$ cat config.mk
export PLATFORM = sky130hd
export DESIGN_NAME = flash_seq
export DESIGN_NICKNAME = d
export VERILOG_FILES = /design/src/design/flash_seq_pkg.sv /design/src/design/flash_seq.sv
export VERILOG_INCLUDE_DIRS = /design/src /design/src/design
export SDC_FILE = /design/constraint.sdc
export NUM_CORES = 1
export LEC_CHECK = 0
export ABC_AREA = 1
export BUFFER_PORTS_ARGS = -buffer_cell sky130_fd_sc_hd__clkbuf_2
export CAP_MARGIN = 5
export CORE_MARGIN = 2
export CORE_UTILIZATION = 48
export DETAILED_ROUTE_END_ITERATION = 10
export PLACE_DENSITY = 0.88
export SETUP_SLACK_MARGIN = 0.15
export SLEW_MARGIN = 5
export SYNTH_ARGS = -nofsm -noshare
export SYNTH_HDL_FRONTEND = slang
export SYNTH_SLANG_ARGS = --single-unit
$ cat constraint.sdc
create_clock -name CORE_CLK_I -period 2.35 [get_ports CORE_CLK_I]
set_clock_uncertainty 0.15 [all_clocks]
set_input_delay 0.235 -clock CORE_CLK_I [delete_from_list [all_inputs] [get_ports CORE_CLK_I]]
set_output_delay 0.235 -clock CORE_CLK_I [all_outputs]
set_load 0.02 [all_outputs]
$ cat src/design/flash_seq_params.svh
// Register offsets, field positions, parameter defaults and command codes of the flash sequencer.
`ifndef FLASH_SEQ_PARAMS_SVH
`define FLASH_SEQ_PARAMS_SVH
`define OFS_DIVIDER      18'h0_0000
`define OFS_OPTIONS      18'h0_0004
`define OFS_CONFIG       18'h0_0008
`define OFS_PROTECT      18'h0_000C
`define OFS_STATUS       18'h0_0010
`define OFS_COMMAND      18'h0_0014
`define OFS_FLASH_ADDR   18'h0_0018
`define IDX_NV_PROT      16'hFFBD
`define IDX_NV_OPT       16'hFFBF
`define BIT_CBEF         7
`define BIT_CCF          6
`define BIT_PVIOL        5
`define BIT_ACCERR       4
`define BIT_BLANK        2
`define BIT_KEY_ACCESS_BIT       5
`define BIT_DIVLD        7
`define BIT_PRDIV8       6
`define BIT_BACKDOOR_ENABLE_BIT        7
`define BIT_NORED        6
`define CMD_VERIFY       8'h05
`define CMD_PROGRAM      8'h20
`define CMD_BURST        8'h25
`define CMD_SECTOR       8'h40
`define CMD_MASS         8'h41
`define SEC_OPEN         2'h2
`define KEY_BASE         16'hFFB0
`define VEC_LOW          16'hFFC0
`define VEC_HIGH         16'hFFFD
`define LOW_ONES         9'h1FF
`define ALL_FPS          7'h7F
`define KEY_BYTES        4'h8
`define ARRAY_BASE_DEF   16'hF000
`define SECTOR_TICKS_DEF 4000
`define MASS_TICKS_DEF   20000
`define PROG_TICKS_DEF   9
`define BURST_TICKS_DEF  4
`define VERIFY_TICKS_DEF 16
`endif

$ cat src/design/flash_seq_pkg.sv
// Types shared by the flash sequencer.
`default_nettype none
package flash_seq_pkg;
    typedef enum logic [1:0] {
        SEQ_IDLE = 2'b00,
        SEQ_ADDR = 2'b01,
        SEQ_CMD  = 2'b10,
        SEQ_RUN  = 2'b11
    } seq_state_t;
endpackage
`default_nettype wire

$ cat src/design/flash_seq.sv
// Flash command sequencer with erase, protection, vector redirection and security.
// How it works
// - Protected sector sets violation and stays idle; finished erase sets complete flag.
// - Mass erase with any protection sets violation; otherwise erase then complete.
// - Access error blocks all commands until software writes one to clear it.
// - Address write before the divider was ever written raises access error.
// - Address write while the buffer is not empty raises access error.
// - Second address or second command write before launch raises access error.
// - Only command after address, only launch after command; else access error, but a launch write while idle or running is ignored.
// - Only the five known command codes are accepted; others raise access error.
// - Stop during a running operation aborts it and raises access error.
// - Secured debug writes of program, burst or sector codes raise access error.
// - Writing zero to buffer empty flag mid sequence raises access error.
// - Protected region starts above protect select bits followed by nine ones.
// - Protection holds only while the disable bit is zero.
// - Protection loads from nonvolatile byte; only debug writes may change it.
// - Partial protection with redirection enabled moves interrupt vectors below boundary.
// - Secured chip drops untrusted flash writes and reads back zero.
// - Security code 1:0 is open; every other value is secured.
// - Eight matching key bytes in order from secure code unlock until reset.
// - Blank check of a fully erased array unlocks until reset.
// - Complete flag clears on a launch without violation and sets when no command runs.
//
// Implementation choice: the APB slave port.
`default_nettype none
`include "flash_seq_params.svh"
module flash_seq #(
    parameter logic [15:0] ARRAY_BASE   = `ARRAY_BASE_DEF,
    parameter int          SECTOR_TICKS = `SECTOR_TICKS_DEF,
    parameter int          MASS_TICKS   = `MASS_TICKS_DEF,
    parameter int          PROG_TICKS   = `PROG_TICKS_DEF,
    parameter int          BURST_TICKS  = `BURST_TICKS_DEF,
    parameter int          VERIFY_TICKS = `VERIFY_TICKS_DEF
) (
    input  wire logic        CORE_CLK_I,
    input  wire logic        RST_N_I,
    input  wire logic        PSEL_I,
    input  wire logic        PENABLE_I,
    input  wire logic        PWRITE_I,
    input  wire logic [17:0] PADDR_I,
    input  wire logic [31:0] PWDATA_I,
    output logic      [31:0] PRDATA_O,
    output logic             PREADY_O,
    output logic             PSLVERR_O,
    input  wire logic        DEBUG_I,
    input  wire logic        SECURE_SRC_I,
    input  wire logic        STOP_I,
    input  wire logic        BLANK_I,
    input  wire logic [7:0]  NV_PROT_I,
    input  wire logic [7:0]  NV_OPT_I,
    input  wire logic [63:0] NV_KEY_I,
    input  wire logic [15:0] VEC_ADDR_I,
    output logic      [15:0] VEC_ADDR_O,
    output logic      [7:0]  ARRAY_CMD_O,
    output logic      [15:0] ARRAY_ADDR_O,
    output logic             SECURED_O
);
    localparam logic [15:0] key_base = `KEY_BASE;

    flash_seq_pkg::seq_state_t state;
    logic [7:0]  divider;
    logic [7:0]  working_options_register;
    logic [7:0]  working_protection_register;
    logic        key_access_bit;
    logic        accerr;
    logic        pviol;
    logic        blank;
    logic        unlocked;
    logic        loaded;
    logic [7:0]  cmd;
    logic [15:0] faddr;
    logic [3:0]  key_idx;
    logic        key_ok;
    logic [8:0]  pre_cnt;
    logic [14:0] run_cnt;
    logic [2:0]  stop_q;
    logic [2:0]  blank_q;
    logic        stop_s;
    logic        blank_s;

    function automatic logic cmd_valid(input logic [7:0] c);
        return c == `CMD_VERIFY || c == `CMD_PROGRAM || c == `CMD_BURST
            || c == `CMD_SECTOR || c == `CMD_MASS;
    endfunction

    function automatic logic [7:0] key_byte(input logic [63:0] k, input logic [2:0] i);
        return k[8 * (7 - int'(i)) +: 8];
    endfunction

    // Three flip-flop synchronisers; a change counts once stages two and three agree.
    always_ff @(posedge CORE_CLK_I or negedge RST_N_I) begin
        if (!RST_N_I) begin
            stop_q  <= 3'h0;
            blank_q <= 3'h0;
            stop_s  <= 1'b0;
            blank_s <= 1'b0;
        end else begin
            stop_q  <= {stop_q[1:0], STOP_I};
            blank_q <= {blank_q[1:0], BLANK_I};
            if (stop_q[1] == stop_q[2]) begin
                stop_s <= stop_q[2];
            end
            if (blank_q[1] == blank_q[2]) begin
                blank_s <= blank_q[2];
            end
        end
    end

    logic acc;
    logic wr;
    logic w_div;
    logic w_cfg;
    logic w_prot;
    logic w_stat;
    logic w_cmd;
    logic w_addr;
    logic mapped;
    logic trusted;
    logic secured;
    logic in_seq;
    logic key_hit;
    logic drop;
    logic any_prot;
    logic full_prot;
    logic err_addr;
    logic err_cmd;
    logic err_ctrl;
    logic err_stat;
    logic err_stop;
    logic err_any;
    logic launch;
    logic viol;
    logic start;
    logic tick;
    logic done;

    assign acc      = PSEL_I & PENABLE_I & PREADY_O;
    assign wr       = acc & PWRITE_I;
    assign mapped   = PADDR_I == `OFS_DIVIDER || PADDR_I == `OFS_OPTIONS
                   || PADDR_I == `OFS_CONFIG || PADDR_I == `OFS_PROTECT
                   || PADDR_I == `OFS_STATUS || PADDR_I == `OFS_COMMAND
                   || PADDR_I == `OFS_FLASH_ADDR || PADDR_I == {`IDX_NV_PROT, 2'b00}
                   || PADDR_I == {`IDX_NV_OPT, 2'b00};
    assign w_div    = wr & (PADDR_I == `OFS_DIVIDER);
    assign w_cfg    = wr & (PADDR_I == `OFS_CONFIG);
    assign w_prot   = wr & (PADDR_I == `OFS_PROTECT);
    assign w_stat   = wr & (PADDR_I == `OFS_STATUS);
    assign w_cmd    = wr & (PADDR_I == `OFS_COMMAND);
    assign w_addr   = wr & (PADDR_I == `OFS_FLASH_ADDR);
    assign trusted  = SECURE_SRC_I & ~DEBUG_I;
    assign secured  = (working_options_register[1:0] != `SEC_OPEN) & ~unlocked;
    assign in_seq   = state == flash_seq_pkg::SEQ_ADDR || state == flash_seq_pkg::SEQ_CMD;
    assign key_hit  = key_access_bit & (PWDATA_I[15:3] == key_base[15:3]);
    assign drop     = secured & ~SECURE_SRC_I & ~DEBUG_I;
    assign any_prot  = ~working_protection_register[0] & (working_protection_register[7:1] != `ALL_FPS);
    assign full_prot = ~working_protection_register[0] & ({working_protection_register[7:1], `LOW_ONES} < ARRAY_BASE);
    assign err_addr = w_addr & ~key_hit & ~drop & ~accerr
                    & (~divider[`BIT_DIVLD] | state != flash_seq_pkg::SEQ_IDLE);
    assign err_cmd  = w_cmd & (state != flash_seq_pkg::SEQ_ADDR | ~cmd_valid(PWDATA_I[7:0])
                    | (DEBUG_I & secured & (PWDATA_I[7:0] == `CMD_PROGRAM
                    | PWDATA_I[7:0] == `CMD_BURST | PWDATA_I[7:0] == `CMD_SECTOR)));
    assign err_ctrl = (w_div | w_cfg | w_prot) & in_seq;
    assign err_stat = w_stat & in_seq
                    & (state == flash_seq_pkg::SEQ_ADDR | ~PWDATA_I[`BIT_CBEF]);
    assign err_stop = stop_s & (state == flash_seq_pkg::SEQ_RUN);
    assign err_any  = err_addr | err_cmd | err_ctrl | err_stat | err_stop;
    assign launch   = w_stat & PWDATA_I[`BIT_CBEF] & (state == flash_seq_pkg::SEQ_CMD);
    assign viol     = launch & ((cmd == `CMD_MASS) ? any_prot
                    : (cmd != `CMD_VERIFY & ~working_protection_register[0] & (faddr[15:9] > working_protection_register[7:1])));
    assign start    = launch & ~viol;
    assign tick     = pre_cnt == (divider[`BIT_PRDIV8] ? {divider[5:0], 3'b111}
                                                      : {3'b000, divider[5:0]});
    assign done     = (state == flash_seq_pkg::SEQ_RUN) & tick & (run_cnt == 15'h0000)
                    & ~err_stop;

    // Timing tick prescaler.
    always_ff @(posedge CORE_CLK_I or negedge RST_N_I) begin
        if (!RST_N_I) begin
            pre_cnt <= 9'h000;
        end else if (tick || state != flash_seq_pkg::SEQ_RUN) begin
            pre_cnt <= 9'h000;
        end else begin
            pre_cnt <= pre_cnt + 9'h001;
        end
    end

    // Command sequence and array operation.
    always_ff @(posedge CORE_CLK_I or negedge RST_N_I) begin
        if (!RST_N_I) begin
            state   <= flash_seq_pkg::SEQ_IDLE;
            cmd     <= 8'h00;
            faddr   <= 16'h0000;
            run_cnt <= 15'h0000;
        end else if (err_stop || (err_any && state != flash_seq_pkg::SEQ_RUN)) begin
            state <= flash_seq_pkg::SEQ_IDLE;
        end else begin
            unique case (state)
                flash_seq_pkg::SEQ_IDLE: begin
                    if (w_addr && !key_hit && !drop && !accerr) begin
                        faddr <= PWDATA_I[15:0];
                        state <= flash_seq_pkg::SEQ_ADDR;
                    end
                end
                flash_seq_pkg::SEQ_ADDR: begin
                    if (w_cmd) begin
                        cmd   <= PWDATA_I[7:0];
                        state <= flash_seq_pkg::SEQ_CMD;
                    end
                end
                flash_seq_pkg::SEQ_CMD: begin
                    if (viol) begin
                        state <= flash_seq_pkg::SEQ_IDLE;
                    end else if (start) begin
                        state <= flash_seq_pkg::SEQ_RUN;
                        unique case (cmd)
                            `CMD_MASS:    run_cnt <= 15'(MASS_TICKS - 1);
                            `CMD_SECTOR:  run_cnt <= 15'(SECTOR_TICKS - 1);
                            `CMD_BURST:   run_cnt <= 15'(BURST_TICKS - 1);
                            `CMD_PROGRAM: run_cnt <= 15'(PROG_TICKS - 1);
                            default:      run_cnt <= 15'(VERIFY_TICKS - 1);
                        endcase
                    end
                end
                flash_seq_pkg::SEQ_RUN: begin
                    if (done) begin
                        state <= flash_seq_pkg::SEQ_IDLE;
                    end else if (tick) begin
                        run_cnt <= run_cnt - 15'h0001;
                    end
                end
            endcase
        end
    end

    // Error and violation flags; a new event wins over a clear.
    always_ff @(posedge CORE_CLK_I or negedge RST_N_I) begin
        if (!RST_N_I) begin
            accerr <= 1'b0;
            pviol  <= 1'b0;
        end else begin
            if (err_any) begin
                accerr <= 1'b1;
            end else if (w_stat && PWDATA_I[`BIT_ACCERR]) begin
                accerr <= 1'b0;
            end
            if (viol) begin
                pviol <= 1'b1;
            end else if (w_stat && PWDATA_I[`BIT_PVIOL]) begin
                pviol <= 1'b0;
            end
        end
    end

    // Divider, options, protection and nonvolatile load after reset release.
    always_ff @(posedge CORE_CLK_I or negedge RST_N_I) begin
        if (!RST_N_I) begin
            loaded  <= 1'b0;
            working_options_register    <= 8'h00;
            working_protection_register   <= 8'h00;
            divider <= 8'h00;
        end else begin
            if (!loaded) begin
                loaded <= 1'b1;
                working_options_register   <= NV_OPT_I;
                working_protection_register  <= NV_PROT_I;
            end else if (w_prot && DEBUG_I
                         && !in_seq) begin
                working_protection_register <= PWDATA_I[7:0];
            end
            if (w_div && !divider[`BIT_DIVLD] && !accerr && !in_seq) begin
                divider <= {1'b1, PWDATA_I[6:0]};
            end
        end
    end

    // Backdoor key entry and security state.
    always_ff @(posedge CORE_CLK_I or negedge RST_N_I) begin
        if (!RST_N_I) begin
            key_access_bit   <= 1'b0;
            key_idx  <= 4'h0;
            key_ok   <= 1'b0;
            unlocked <= 1'b0;
            blank    <= 1'b0;
        end else begin
            if (w_cfg && trusted && !in_seq) begin
                key_access_bit <= PWDATA_I[`BIT_KEY_ACCESS_BIT];
                if (PWDATA_I[`BIT_KEY_ACCESS_BIT] && !key_access_bit) begin
                    key_idx <= 4'h0;
                    key_ok  <= 1'b1;
                end
                if (!PWDATA_I[`BIT_KEY_ACCESS_BIT] && key_access_bit && working_options_register[`BIT_BACKDOOR_ENABLE_BIT] && key_ok
                    && key_idx == `KEY_BYTES) begin
                    unlocked <= 1'b1;
                end
            end
            if (w_addr && key_hit && trusted) begin
                if (key_idx == `KEY_BYTES || PWDATA_I[2:0] != key_idx[2:0]
                    || PWDATA_I[23:16] != key_byte(NV_KEY_I, key_idx[2:0])) begin
                    key_ok <= 1'b0;
                end
                if (key_idx != `KEY_BYTES) begin
                    key_idx <= key_idx + 4'h1;
                end
            end
            if (start && cmd == `CMD_VERIFY) begin
                blank <= 1'b0;
            end
            if (done && cmd == `CMD_VERIFY && blank_s) begin
                blank    <= 1'b1;
                unlocked <= 1'b1;
            end
        end
    end

    // Bus answer with one wait state, registered outputs.
    always_ff @(posedge CORE_CLK_I or negedge RST_N_I) begin
        if (!RST_N_I) begin
            PREADY_O     <= 1'b0;
            PSLVERR_O    <= 1'b0;
            PRDATA_O     <= 32'h0000_0000;
            VEC_ADDR_O   <= 16'h0000;
            ARRAY_CMD_O  <= 8'h00;
            ARRAY_ADDR_O <= 16'h0000;
            SECURED_O    <= 1'b1;
        end else begin
            PREADY_O  <= PSEL_I & PENABLE_I & ~PREADY_O;
            PSLVERR_O <= PSEL_I & PENABLE_I & ~PREADY_O & ~mapped;
            PRDATA_O  <= 32'h0000_0000;
            unique case (PADDR_I)
                `OFS_DIVIDER:    PRDATA_O[7:0] <= divider;
                `OFS_OPTIONS:    PRDATA_O[7:0] <= working_options_register;
                `OFS_CONFIG:     PRDATA_O[`BIT_KEY_ACCESS_BIT] <= key_access_bit;
                `OFS_PROTECT:    PRDATA_O[7:0] <= working_protection_register;
                `OFS_STATUS:     PRDATA_O[7:0] <= {state != flash_seq_pkg::SEQ_RUN,
                                                   state != flash_seq_pkg::SEQ_RUN,
                                                   pviol, accerr, 1'b0, blank, 2'b00};
                `OFS_COMMAND:    PRDATA_O[7:0] <= cmd;
                `OFS_FLASH_ADDR: PRDATA_O[15:0] <= drop ? 16'h0000 : faddr;
                {`IDX_NV_PROT, 2'b00}: PRDATA_O[7:0] <= NV_PROT_I;
                {`IDX_NV_OPT, 2'b00}:  PRDATA_O[7:0] <= NV_OPT_I;
                default:         PRDATA_O <= 32'h0000_0000;
            endcase
            if (!working_options_register[`BIT_NORED] && any_prot && !full_prot
                && VEC_ADDR_I >= `VEC_LOW && VEC_ADDR_I <= `VEC_HIGH) begin
                VEC_ADDR_O <= {working_protection_register[7:1], VEC_ADDR_I[8:0]};
            end else begin
                VEC_ADDR_O <= VEC_ADDR_I;
            end
            ARRAY_CMD_O  <= (state == flash_seq_pkg::SEQ_RUN && !err_stop) ? cmd : 8'h00;
            ARRAY_ADDR_O <= {faddr[15:9], (cmd == `CMD_SECTOR) ? 9'h000 : faddr[8:0]};
            SECURED_O    <= secured;
        end
    end
endmodule // flash_seq
`default_nettype wire

==> results of run 1 <==
Yosys cell counts (16+ instances only):
master | number | share of area [%]
nand2_2 | 17 | 1.2
buf_4 | 17 | 1.5
nand3_1 | 58 | 3.3
dfrtp_1 | 151 | 43
o21ai_0 | 73 | 4.2
nor2_1 | 174 | 7.5
a21oi_1 | 20 | 1.1
clkbuf_1 | 23 | 0.99
inv_2 | 19 | 0.82
nand4_1 | 18 | 1.3
inv_1 | 117 | 5.0
ha_1 | 16 | 2.3
o21ai_1 | 28 | 1.6
nand2_1 | 242 | 10
nor3_1 | 16 | 0.92
state kept, by name, indices dropped and copies added (netlist names), 2 cells and up, named ones only:
| register | cells |
|---|---|
| ARRAY_ADDR_O | 16 |
| ARRAY_CMD_O | 8 |
| PRDATA_O | 16 |
| VEC_ADDR_O | 16 |
| blank_q | 3 |
| cmd | 8 |
| divider | 8 |
| faddr | 16 |
| key_idx | 3 |
| pre_cnt | 9 |
| run_cnt | 15 |
| state | 2 |
| stop_q | 3 |
| working_options_register | 8 |
| working_protection_register | 8 |
per-stage QoR:
step	util [%]	instances	hold slack (ns)	power (mW)
CTS	63.2	1646	0.0189	6.23
detailed placement	56.5	1566	0.0919	3.26
floorplan	-	1138	-0.211	2.97
global route	66.6	1676	0.0564	6.52
global placement	56.5	1566	0.0968	3.24
finish	66.6	1678	0.0415	6.35
path summary, 6_finish.rpt:
| kind | depth (start not counted) | to | slack [ns] | start |
|---|---|---|---|---|
| max | 15 | run_cnt[14] | -0.02 | faddr[10] |
| min | 3 | divider[0] | 0.04 | PWDATA_I[0] |
| max reg2reg | 15 | run_cnt[14] | -0.02 | faddr[10] |
| min reg2reg | 0 | blank_q[1] | 0.19 | blank_q[0] |
| max in group asynchronous | 3 | divider[6] | 1.03 | RST_N_I |
| min in group asynchronous | 2 | faddr[7] | 0.19 | RST_N_I |
cell type report:
cell class	count	area, um2
antenna	2	5.00
clock buffer	18	429
clock inverter	14	200
fill	1275	5980
inverter	137	520
multi-input combinational	800	4500
sequential	152	3810
tap	229	287
timing repair buffer	326	2170
per-layer routing:
layer | global-route usage (%) | part of all wire, % | vias to the layer above
met5 | 0 | 0.15 | -
met1 | 33.8 | 34 | 4360
met3 | 7.29 | 12 | 224
met4 | 13.5 | 7.1 | 2
li1 | - | - | 4243
met2 | 49.3 | 47 | 777
worst reg2reg max path, stage by stage (launching register included):
cell	delay, ns
dfrtp_2	0.46
ha_4	0.32
nand2_1	0.09
nor2_2	0.08
nand2_1	0.07
nand2_1	0.07
nor2_1	0.05
nand3_2	0.10
nand2_2	0.08
o21bai_4	0.16
nand2_4	0.09
nor2_8	0.15
buf_6	0.16
nand3_2	0.09
nand2_1	0.10
inv_1	0.05
timing repair:
| item | in CTS | in global routing |
|---|---|---|
| gates resized for setup | 18 | 75 |
| hold buffers | 44 | 0 |
| hold endpoints to repair | 100 | 0 |
| setup buffers | 4 | 24 |
| setup endpoints to repair | 34 | 48 |
| pin swaps | 10 | 23 |
| gates cloned | 0 | 6 |
kinds of logic (layout without fill, tap and decap cells):
family                   after synthesis  in the layout  share of synthesized area (%)
AO/OA/AOI/OAI                        169            169                           11.6
XOR/XNOR                              11             11                           1.11
adder cells (fa/ha/maj)               18             18                           2.53
buffers and inverters                190            495                           9.99
flip-flops                           152            152                           43.7
multiplexers                           5              5                          0.632
other                                  2             19                         0.0863
AND/OR/NAND/NOR                      576            580                           30.3
power groups by stage:
stage          Combinational, mW  Clock (mW)  Sequential, mW
6_report                   0.668        2.97            2.71
5_1_grt                    0.710        3.10            2.71
4_1_cts                    0.584        2.95            2.70
3_5_place_dp               0.512           0            2.75
3_3_place_gp               0.500           0            2.74
2_1_floorplan              0.215           0            2.76
==> results.txt, run 1 <==
WP data arrival = 2.55 ns
Seq/Total Area, Yosys = 43.7%
Most common cell after layout, fill and taps aside = nand2_1
Largest net degree at the start of global routing = 57
H-Tree Depth = 4
Std-Cell Rows = 49
CTS buffer count = 17
TritonCTS clock tree = built
Max Fclk = 0.423 GHz
Netlist Area Pre-Place = 8710 um2
CP endpoint kind = register
Final #Nets = 1605
Drt total wl = 31.1 mm
Clk pwr share = 46.8%
WP buf/inv = 2
Switch Pwr = 1.69 mW
Sink Count = 152
Wire per inst = 18.5 um
Leakage power = 5.97 nW
GR Util All Layers = 28.7%
Clock Tree Buf Depth = 2
Total power density per cell area = 532 nW/um2
Number of port buffers = 205
Maximum VDD drop = 0.687 mV
Grt total ovfl = 0
Crit path kind = reg2reg
Family with the most delay on the worst path = simple AND/OR/NAND/NOR gates
CP startpoint kind = register
Failing checks = setup timing
Max cap viols = 0
Final setup vio count = 1
Drt via density = 5.72
Top cell by count, worst path = nand2_1
Switching Share = 26.6%
Fin crit share = 101%
Top_reg_cell synth = dfrtp_1
Hold/Removal Path Class = in2reg
Vias in the first global route = 8712
Fin Setup TNS = -0.0153 ns
Share of layout cells above drive strength 1 = 31.5%
Die width = 139 um
Synth async-reset ratio = 100%
DP HPWL = 19.2 mm
Clk slew on worst S/H paths = 0.07 ns
Synth warnings = 0
Die Ht = 139 um
Drt drc = 0
Drt pass-1 iters = 7
Final hold vios = 0
Area grow syn2layout = 36.9%
DR vias = 9606
Status = finished with violations
Worst slack, placed = -0.00509 ns
Seq pwr share = 42.7%
Clk Tree Root Cell = clkbuf_16
Crit path required time = 2.53 ns
GP Congestion = 0.970
DIE AREA = 19200 um2
Tmin final = 2.37 ns
Dpl cell area = 10100 um2
Slew Viols, Final = 0
Critical-path cell list = ha_4 -> nand2_1 -> nor2_2 -> nand2_1 -> nand2_1 -> nor2_1 -> nand3_2 -> nand2_2 -> o21bai_4 -> nand2_4 -> nor2_8 -> buf_6 -> nand3_2 -> nand2_1 -> inv_1
Initial DRC count = 1290
Antenna violations before repair = 3
Number of flops mapped to enable cells by yosys = 0
Slowest stage cell, crit path = dfrtp_2
Synth unique cells = 56
Worst Slack Setup Final = -0.0153 ns
Synthesized area per cell = 7.75 um2
Internal = 4.66 mW
Comb pwr share = 10.5%
Core region area = 17900 um2
First-pass GRT wire length = 43.7 mm
Clock latency on the worst-skew pair = 0.44 ns
Slowest stage delay, CP = 0.46 ns
Starting Density = 48.6%
DRT antenna net count = 0
Final instance area = 11900 um2
Commonest non-fill, non-tap cells in the layout = 231 x nand2_1, 204 x clkbuf_2, 161 x nor2_1, 146 x dfrtp_1, 108 x inv_1
Yosys reg bits = 152
Unrepaired setup endpoints after global routing = yes
Top-Level Pins = 230
Least-Margin Pin Slew = 0.610 ns
Mapped Cells = 1123
Worst-path fanout max = 7
Relative slew slack = 59.0%
Note: power is estimated with default switching activity, not from simulation.
==> run 2, diff against run 1 <==
--- a/config.mk
+++ b/config.mk
@@ -6,7 +6,6 @@
 export SDC_FILE = /design/constraint.sdc
 export NUM_CORES = 1
 export LEC_CHECK = 0
-export ABC_AREA = 1
 export BUFFER_PORTS_ARGS = -buffer_cell sky130_fd_sc_hd__clkbuf_2
 export CAP_MARGIN = 5
 export CORE_MARGIN = 2
==> run 2 against run 1 <==
The run ends with hold timing, setup timing left. Worst setup slack lost 0.45 ns. Cell count shrank 14%. Combinational power grew to 3.4 times the previous value. Die area shrank 5.3%. Non-clock buffer count grew 137. Routed wire length grew 31%. Area after synthesis shrank 5.5%. Via count grew 2.4%. Maximum frequency shrank 16%. Critical path depth shrank 6.
==> results.txt, run 2 <==
Sink Count = 152 (unchanged)
Critical Path Stages = 9 (-6)
Synth warnings = 0 (unchanged)
Vias in the first global route = 9462 (+8.6%)
Slowest stage cell, crit path = dfrtp_1
Critical-path cell list = buf_4 -> mux2i_2 -> nor2_1 -> a2111oi_4 -> buf_4 -> nand4_1 -> a211oi_2 -> a21oi_1 -> a311oi_1
Synth area leader = dfrtp_1
GR Util All Layers = 40.2% (+12 points)
Hold Crit Depth = 4 (+1)
Die Ht = 135 um (-2.7%)
Drt drc = 0 (unchanged)
Drt total wl = 40.9 mm (+31%)
Yosys reg bits = 152 (unchanged)
Final core occ = 77.0% (+10 points)
Clk Tree Root Cell = clkbuf_16
Starting Density = 49.3% (+0.65 points)
Die width = 135 um (-2.7%)
Std-Cell Rows = 47 (-4.1%)
Core region area = 16700 um2 (-6.7%)
Antenna violations before repair = 5 (+2)
Top-Level Pins = 230 (unchanged)
CTS buffer count = 17 (unchanged)
Fin crit share = 120% (+19 points)
Slowest stage delay, CP = 0.41 ns (-0.05 ns)
DRT antenna net count = 0 (unchanged)
Failing checks = hold timing, setup timing
Most frequent cells after synthesis = 151 x dfrtp_1, 58 x nor2_1, 55 x nand2_1, 33 x clkbuf_1, 33 x mux2_2
Final instance area = 12900 um2 (+7.9%)
Synth async-reset ratio = 100% (unchanged)
DIE AREA = 18200 um2 (-5.3%)
Count leader, synth = dfrtp_1
Number of port buffers = 205 (unchanged)
Family with the most delay on the worst path = compound AO/OA/AOI/OAI gates
Synthesized area per cell = 10.8 um2 (+39%)
Wire per inst = 28.3 um (+53%)
Largest net degree at the start of global routing = 52 (-8.8%)
TritonCTS clock tree = built
Area grow syn2layout = 56.3%
Mapped Cells = 764 (-32%)
Least-Margin Pin Slew = 0.595 ns (-0.0157 ns)
DP HPWL = 20.8 mm (+8.3%)
Most common cell after layout, fill and taps aside = clkbuf_2
Max cap viols = 0 (unchanged)
Commonest non-fill, non-tap cells in the layout = 204 x clkbuf_2, 183 x buf_4, 147 x dfrtp_1, 52 x nor2_1, 48 x nand2_1
WP buf/inv = 2 (unchanged)
Share of layout cells above drive strength 1 = 50.6% (+19 points)
Relative slew slack = 60.4% (+1.4 points)
Unrepaired setup endpoints after global routing = yes
Final hold vios = 1 (+1)
Final setup vio count = 54 (+53)
Hold/Removal Path Class = in2reg
WP data arrival = 3.00 ns (+0.45 ns)
Top_reg_cell synth = dfrtp_1
Area share of the largest cell type after synthesis = 45.9% (+2.5 points)
Worst slack, placed = -0.427 ns (-0.422 ns)
Clock latency on the worst-skew pair = 0.45 ns (about the same)
Drt via density = 6.82 (+19%)
Grt total ovfl = 0 (unchanged)
Final hold slack = -0.00104 ns (-0.0425 ns)
Seq/Total Area, Yosys = 46.2% (+2.5 points)
Worst Slack Setup Final = -0.464 ns (-0.449 ns)
Status = finished with violations
Flop-to-flop setup slack = -0.46 ns (-0.45 ns)
Leakage power = 6.23 nW (+4.4%)
Max Fclk = 0.355 GHz (-16%)
FF-to-FF path depth = 9 (-6)
Initial DRC count = 1359 (+5.3%)
DR vias = 9839 (+2.4%)
First-pass GRT wire length = 54.6 mm (+25%)
Fin Setup TNS = -14.48 ns (-14.46 ns)
Total power density per cell area = 612 nW/um2 (+15%)
Maximum VDD drop = 0.586 mV (-15%)
Slew Viols, Final = 0 (unchanged)
Crit path required time = 2.54 ns (about the same)
Netlist Area Pre-Place = 8230 um2 (-5.5%)
Dpl cell area = 10800 um2 (+6.9%)
Clock Tree Buf Depth = 2 (unchanged)
H-Tree Depth = 4 (unchanged)
Clk slew on worst S/H paths = 0.07 ns (about the same)
Final #Nets = 1377 (-14%)
Synth area leaders = dfrtp_1 46%, mux2_2 4.5%, mux4_2 4.4%
CP startpoint kind = register
Synth unique cells = 79 (+41%)
Tmin final = 2.81 ns (+0.449 ns)
Worst-path fanout max = 5 (-2)
GP Congestion = 0.975 (+0.48%)
Drt pass-1 iters = 7 (unchanged)
Crit path kind = reg2reg
Top cell by count, worst path = buf_4
Number of flops mapped to enable cells by yosys = 0 (unchanged)
CP endpoint kind = register
run 2: cells by family after synthesis:
group	Yosys count	share of synthesized area, %
compound gates	128	11.6
xor+xnor	29	3.09
fa+ha+maj	18	2.68
buf+inv	81	4.82
flops	152	46.2
mux	81	13.4
other cells	2	0.0912
simple gates	273	18.1
run 2: stage by stage:
| stage | power, mW | cells |
|---|---|---|
| after floorplan | 3.68 | 779 |
| after global placement | 4.44 | 1325 |
| after detailed placement | 4.49 | 1325 |
| after CTS | 7.40 | 1423 |
| after global routing | 8.02 | 1441 |
| final | 7.87 | 1443 |
run 2: routing by layer:
metal  up-vias  part of all wire [%]  GRT usage (%)
met4         2                    12           33.0
met2      1112                    43           63.6
met5         -                 0.017           1.67
met1      4572                    31           43.4
li1       3678                     -              -
met3       475                    14           14.2
run 2: worst reg2reg max path: cells and delay by family, from the launching register on:
| family | cells | cell delay, ns |
|---|---|---|
| muxes | 1 | 0.27 |
| buffers and inverters | 2 | 0.39 |
| and+or+nand+nor | 2 | 0.40 |
| AOI/OAI and AO/OA | 4 | 1.09 |
| DFF | 1 | 0.41 |
run 2: path summary, 6_finish.rpt:
path                              start              to
max in group asynchronous       RST_N_I       SECURED_O
min reg2reg                  blank_q[0]      blank_q[1]
max reg2reg                  divider[3]        state[1]
max                          divider[3]        state[1]
min                        PWDATA_I[22]          key_ok
min in group asynchronous       RST_N_I  ARRAY_CMD_O[2]
run 2: what timing repair did:
action,4_1_cts,5_1_grt
buffers inserted,22,15
resized for setup,85,72
pin swaps,43,34
gates cloned,1,1
hold buffers,43,0
setup endpoints to repair,53,67
hold endpoints to repair,92,0
run 2: cell type report:
type                    count  area (um2)
flip-flops and latches    152        3810
repair buffers            463        3290
multi-input cells         546        4810
inverters                  26        97.6
clock buffers              17         425
well taps                 220         275
diodes                      4        10.0
clock inverters            15         149
fillers                   918        3840
run 2: report_power, final:
| group | total [mW] | switching (mW) | leakage, nW | internal [mW] |
|---|---|---|---|---|
| clock network | 2.80 | 1.38 | 0.275 | 1.41 |
| logic | 2.24 | 1.25 | 4.01 | 0.983 |
| registers | 2.83 | 0.105 | 1.94 | 2.73 |
| total | 7.87 | 2.74 | 6.23 | 5.13 |
==> run 3, diff against run 2 <==
--- a/config.mk
+++ b/config.mk
@@ -11,7 +11,7 @@
 export CORE_MARGIN = 2
 export CORE_UTILIZATION = 48
 export DETAILED_ROUTE_END_ITERATION = 10
-export PLACE_DENSITY = 0.88
+export PLACE_DENSITY = 0.77
 export SETUP_SLACK_MARGIN = 0.15
 export SLEW_MARGIN = 5
 export SYNTH_ARGS = -nofsm -noshare
==> run 3 against run 2 <==
The flow still finishes with violations (hold timing, setup timing). First-iteration DRC count shrank 39%. Non-clock buffer count down 21. Utilization down 1.5 points. Routed wire length is 24% lower. Largest power group is now the clock network. Highest routed layer is now met4.
==> results.txt, run 3 (synthesis results as in run 2) <==
DIE AREA = 18200 um2 (unchanged)
Slew Viols, Final = 0 (unchanged)
CP endpoint kind = register
Commonest non-fill, non-tap cells in the layout = 205 x clkbuf_2, 168 x buf_4, 147 x dfrtp_1, 52 x nor2_1, 49 x nand2_1
Initial DRC count = 834 (-39%)
Grt total ovfl = 0 (unchanged)
Max Fclk = 0.377 GHz (+6.1%)
Hold Crit Depth = 3 (-1)
Max cap viols = 0 (unchanged)
Reg-to-reg startpoint = faddr[10]
GRT busiest layer = met2
Starting Density = 49.3% (unchanged)
WP data arrival = 2.81 ns (-0.19 ns)
Final hold vios = 1 (unchanged)
DR vias = 8497 (-14%)
Final instance area = 12600 um2 (-1.9%)
CTS buffer count = 17 (unchanged)
GP Congestion = 0.932 (-4.4%)
Final #Nets = 1356 (-1.5%)
CP startpoint kind = register
Wire per inst = 21.8 um (-23%)
Final core occ = 75.5% (-1.5 points)
TritonCTS clock tree = built
Vias in the first global route = 8635 (-8.7%)
Number of port buffers = 205 (unchanged)
Drt drc = 0 (unchanged)
Sink Count = 152 (unchanged)
Drt pass-1 iters = 7 (unchanged)
Flop-to-flop setup slack = -0.30 ns (+0.16 ns)
Fin crit share = 113% (-6.9 points)
Area grow syn2layout = 53.3%
Clk slew on worst S/H paths = 0.07 ns (about the same)
Met2 Usage GRT = 55.5% (-8.1 points)
Final hold slack = -0.00696 ns (-0.00592 ns)
Tmin final = 2.65 ns (-0.161 ns)
Most common cell after layout, fill and taps aside = clkbuf_2
Met3 usage = 9.50% (-4.7 points)
Hold/Removal Path Class = in2reg
Core region area = 16700 um2 (unchanged)
FF-to-FF path depth = 11 (+2)
Share of layout cells above drive strength 1 = 49.3% (-1.3 points)
Worst-path fanout max = 4 (-1)
Crit path kind = reg2reg
First-pass GRT wire length = 45.4 mm (-17%)
Clock Tree Buf Depth = 2 (unchanged)
GR Util All Layers = 32.8% (-7.4 points)
Dpl cell area = 10700 um2 (-0.99%)
Crit path required time = 2.51 ns (-0.03 ns)
Relative slew slack = 62.3% (+2.0 points)
End of the worst hold path = faddr[12]
Die width = 135 um (unchanged)
Drt via density = 5.98 (-12%)
DP HPWL = 19.9 mm (-4.7%)
Status = finished with violations
H-Tree Depth = 4 (unchanged)
Clock latency on the worst-skew pair = 0.44 ns (about the same)
Failing checks = hold timing, setup timing
Unrepaired setup endpoints after global routing = yes
Maximum VDD drop = 0.560 mV (-4.4%)
R2R Path End = run_cnt[2]
Die Ht = 135 um (unchanged)
Drt total wl = 31.0 mm (-24%)
Final setup vio count = 41 (-24%)
Worst Slack Setup Final = -0.303 ns (+0.161 ns)
Least-Margin Pin Slew = 0.565 ns (-0.0294 ns)
Total power density per cell area = 618 nW/um2 (+1.1%)
Pwr Total = 7.80 mW (-0.83%)
Std-Cell Rows = 47 (unchanged)
Met1 usage = 37.5% (-5.9 points)
DRT antenna net count = 0 (unchanged)
Largest net degree at the start of global routing = 56 (+7.7%)
Top-Level Pins = 230 (unchanged)
Leakage power = 6.14 nW (-1.6%)
Hold wc startpoint = PWDATA_I[12]
Antenna violations before repair = 3 (-2)
Clk Tree Root Cell = clkbuf_16
==> run 3: worst max-delay path, cell delays in order, from the launching register on <==
cell and delay [ns]:
dfrtp_1 0.46, ha_4 0.31, nand4_1 0.14, nor2_2 0.19
a211o_1 0.17, o211ai_1 0.20, buf_4 0.20, buf_6 0.12
buf_6 0.11, a31o_4 0.23, a41oi_2 0.13, o211ai_1 0.11
==> run 3: repair_timing <==
item	in CTS	in global routing
endpoints found under the setup margin	55	67
cloned	2	0
hold buffers	40	0
endpoints found under the hold margin	97	0
pin swaps	32	36
gates resized for setup	77	69
setup buffers	14	16
==> run 3: cell type report <==
type                    count  area (um2)
fillers                   996        4080
repair buffers            442        3070
multi-input cells         546        4750
flip-flops and latches    152        3810
diodes                      3        7.51
clock buffers              17         425
inverters                  26        97.6
clock inverters            15         180
well taps                 220         275
==> run 3: worst max path at each step <==
stage	from	end	cells past startpoint	slack, ns
finish	faddr[10]	run_cnt[2]	11	-0.30
CTS	key_access_bit	faddr[3]	9	-0.29
floorplan	PADDR_I[15]	faddr[10]	10	-0.36
global route	working_options_register[0]	cmd[0]	11	-0.33
detailed placement	PADDR_I[3]	run_cnt[12]	9	-0.50
global placement	PADDR_I[3]	run_cnt[4]	11	-0.41
==> run 3: per-layer routing <==
metal | share of wire (%) | routed length [um]
met1 | 35 | 10800
met2 | 48 | 15000
met3 | 11 | 3260
met4 | 6.3 | 1960
met5 | 0 | 0
==> run 3: power by group <==
part / total, mW / switching, mW / internal [mW]
Sequential: 2.84 / 0.113 / 2.73
Clock: 2.86 / 1.25 / 1.61
Combinational: 2.09 / 1.09 / 1.00
Total: 7.80 / 2.46 / 5.35
==> run 3: stage by stage <==
stage                     setup WS [ns]  cells  setup TNS (ns)
final                            -0.303   1421           -8.91
after CTS                        -0.288   1402           -8.21
after global routing             -0.334   1421          -11.25
after floorplan                  -0.362    779           -7.42
after detailed placement         -0.505   1314          -15.51
after global placement           -0.412   1314          -13.20
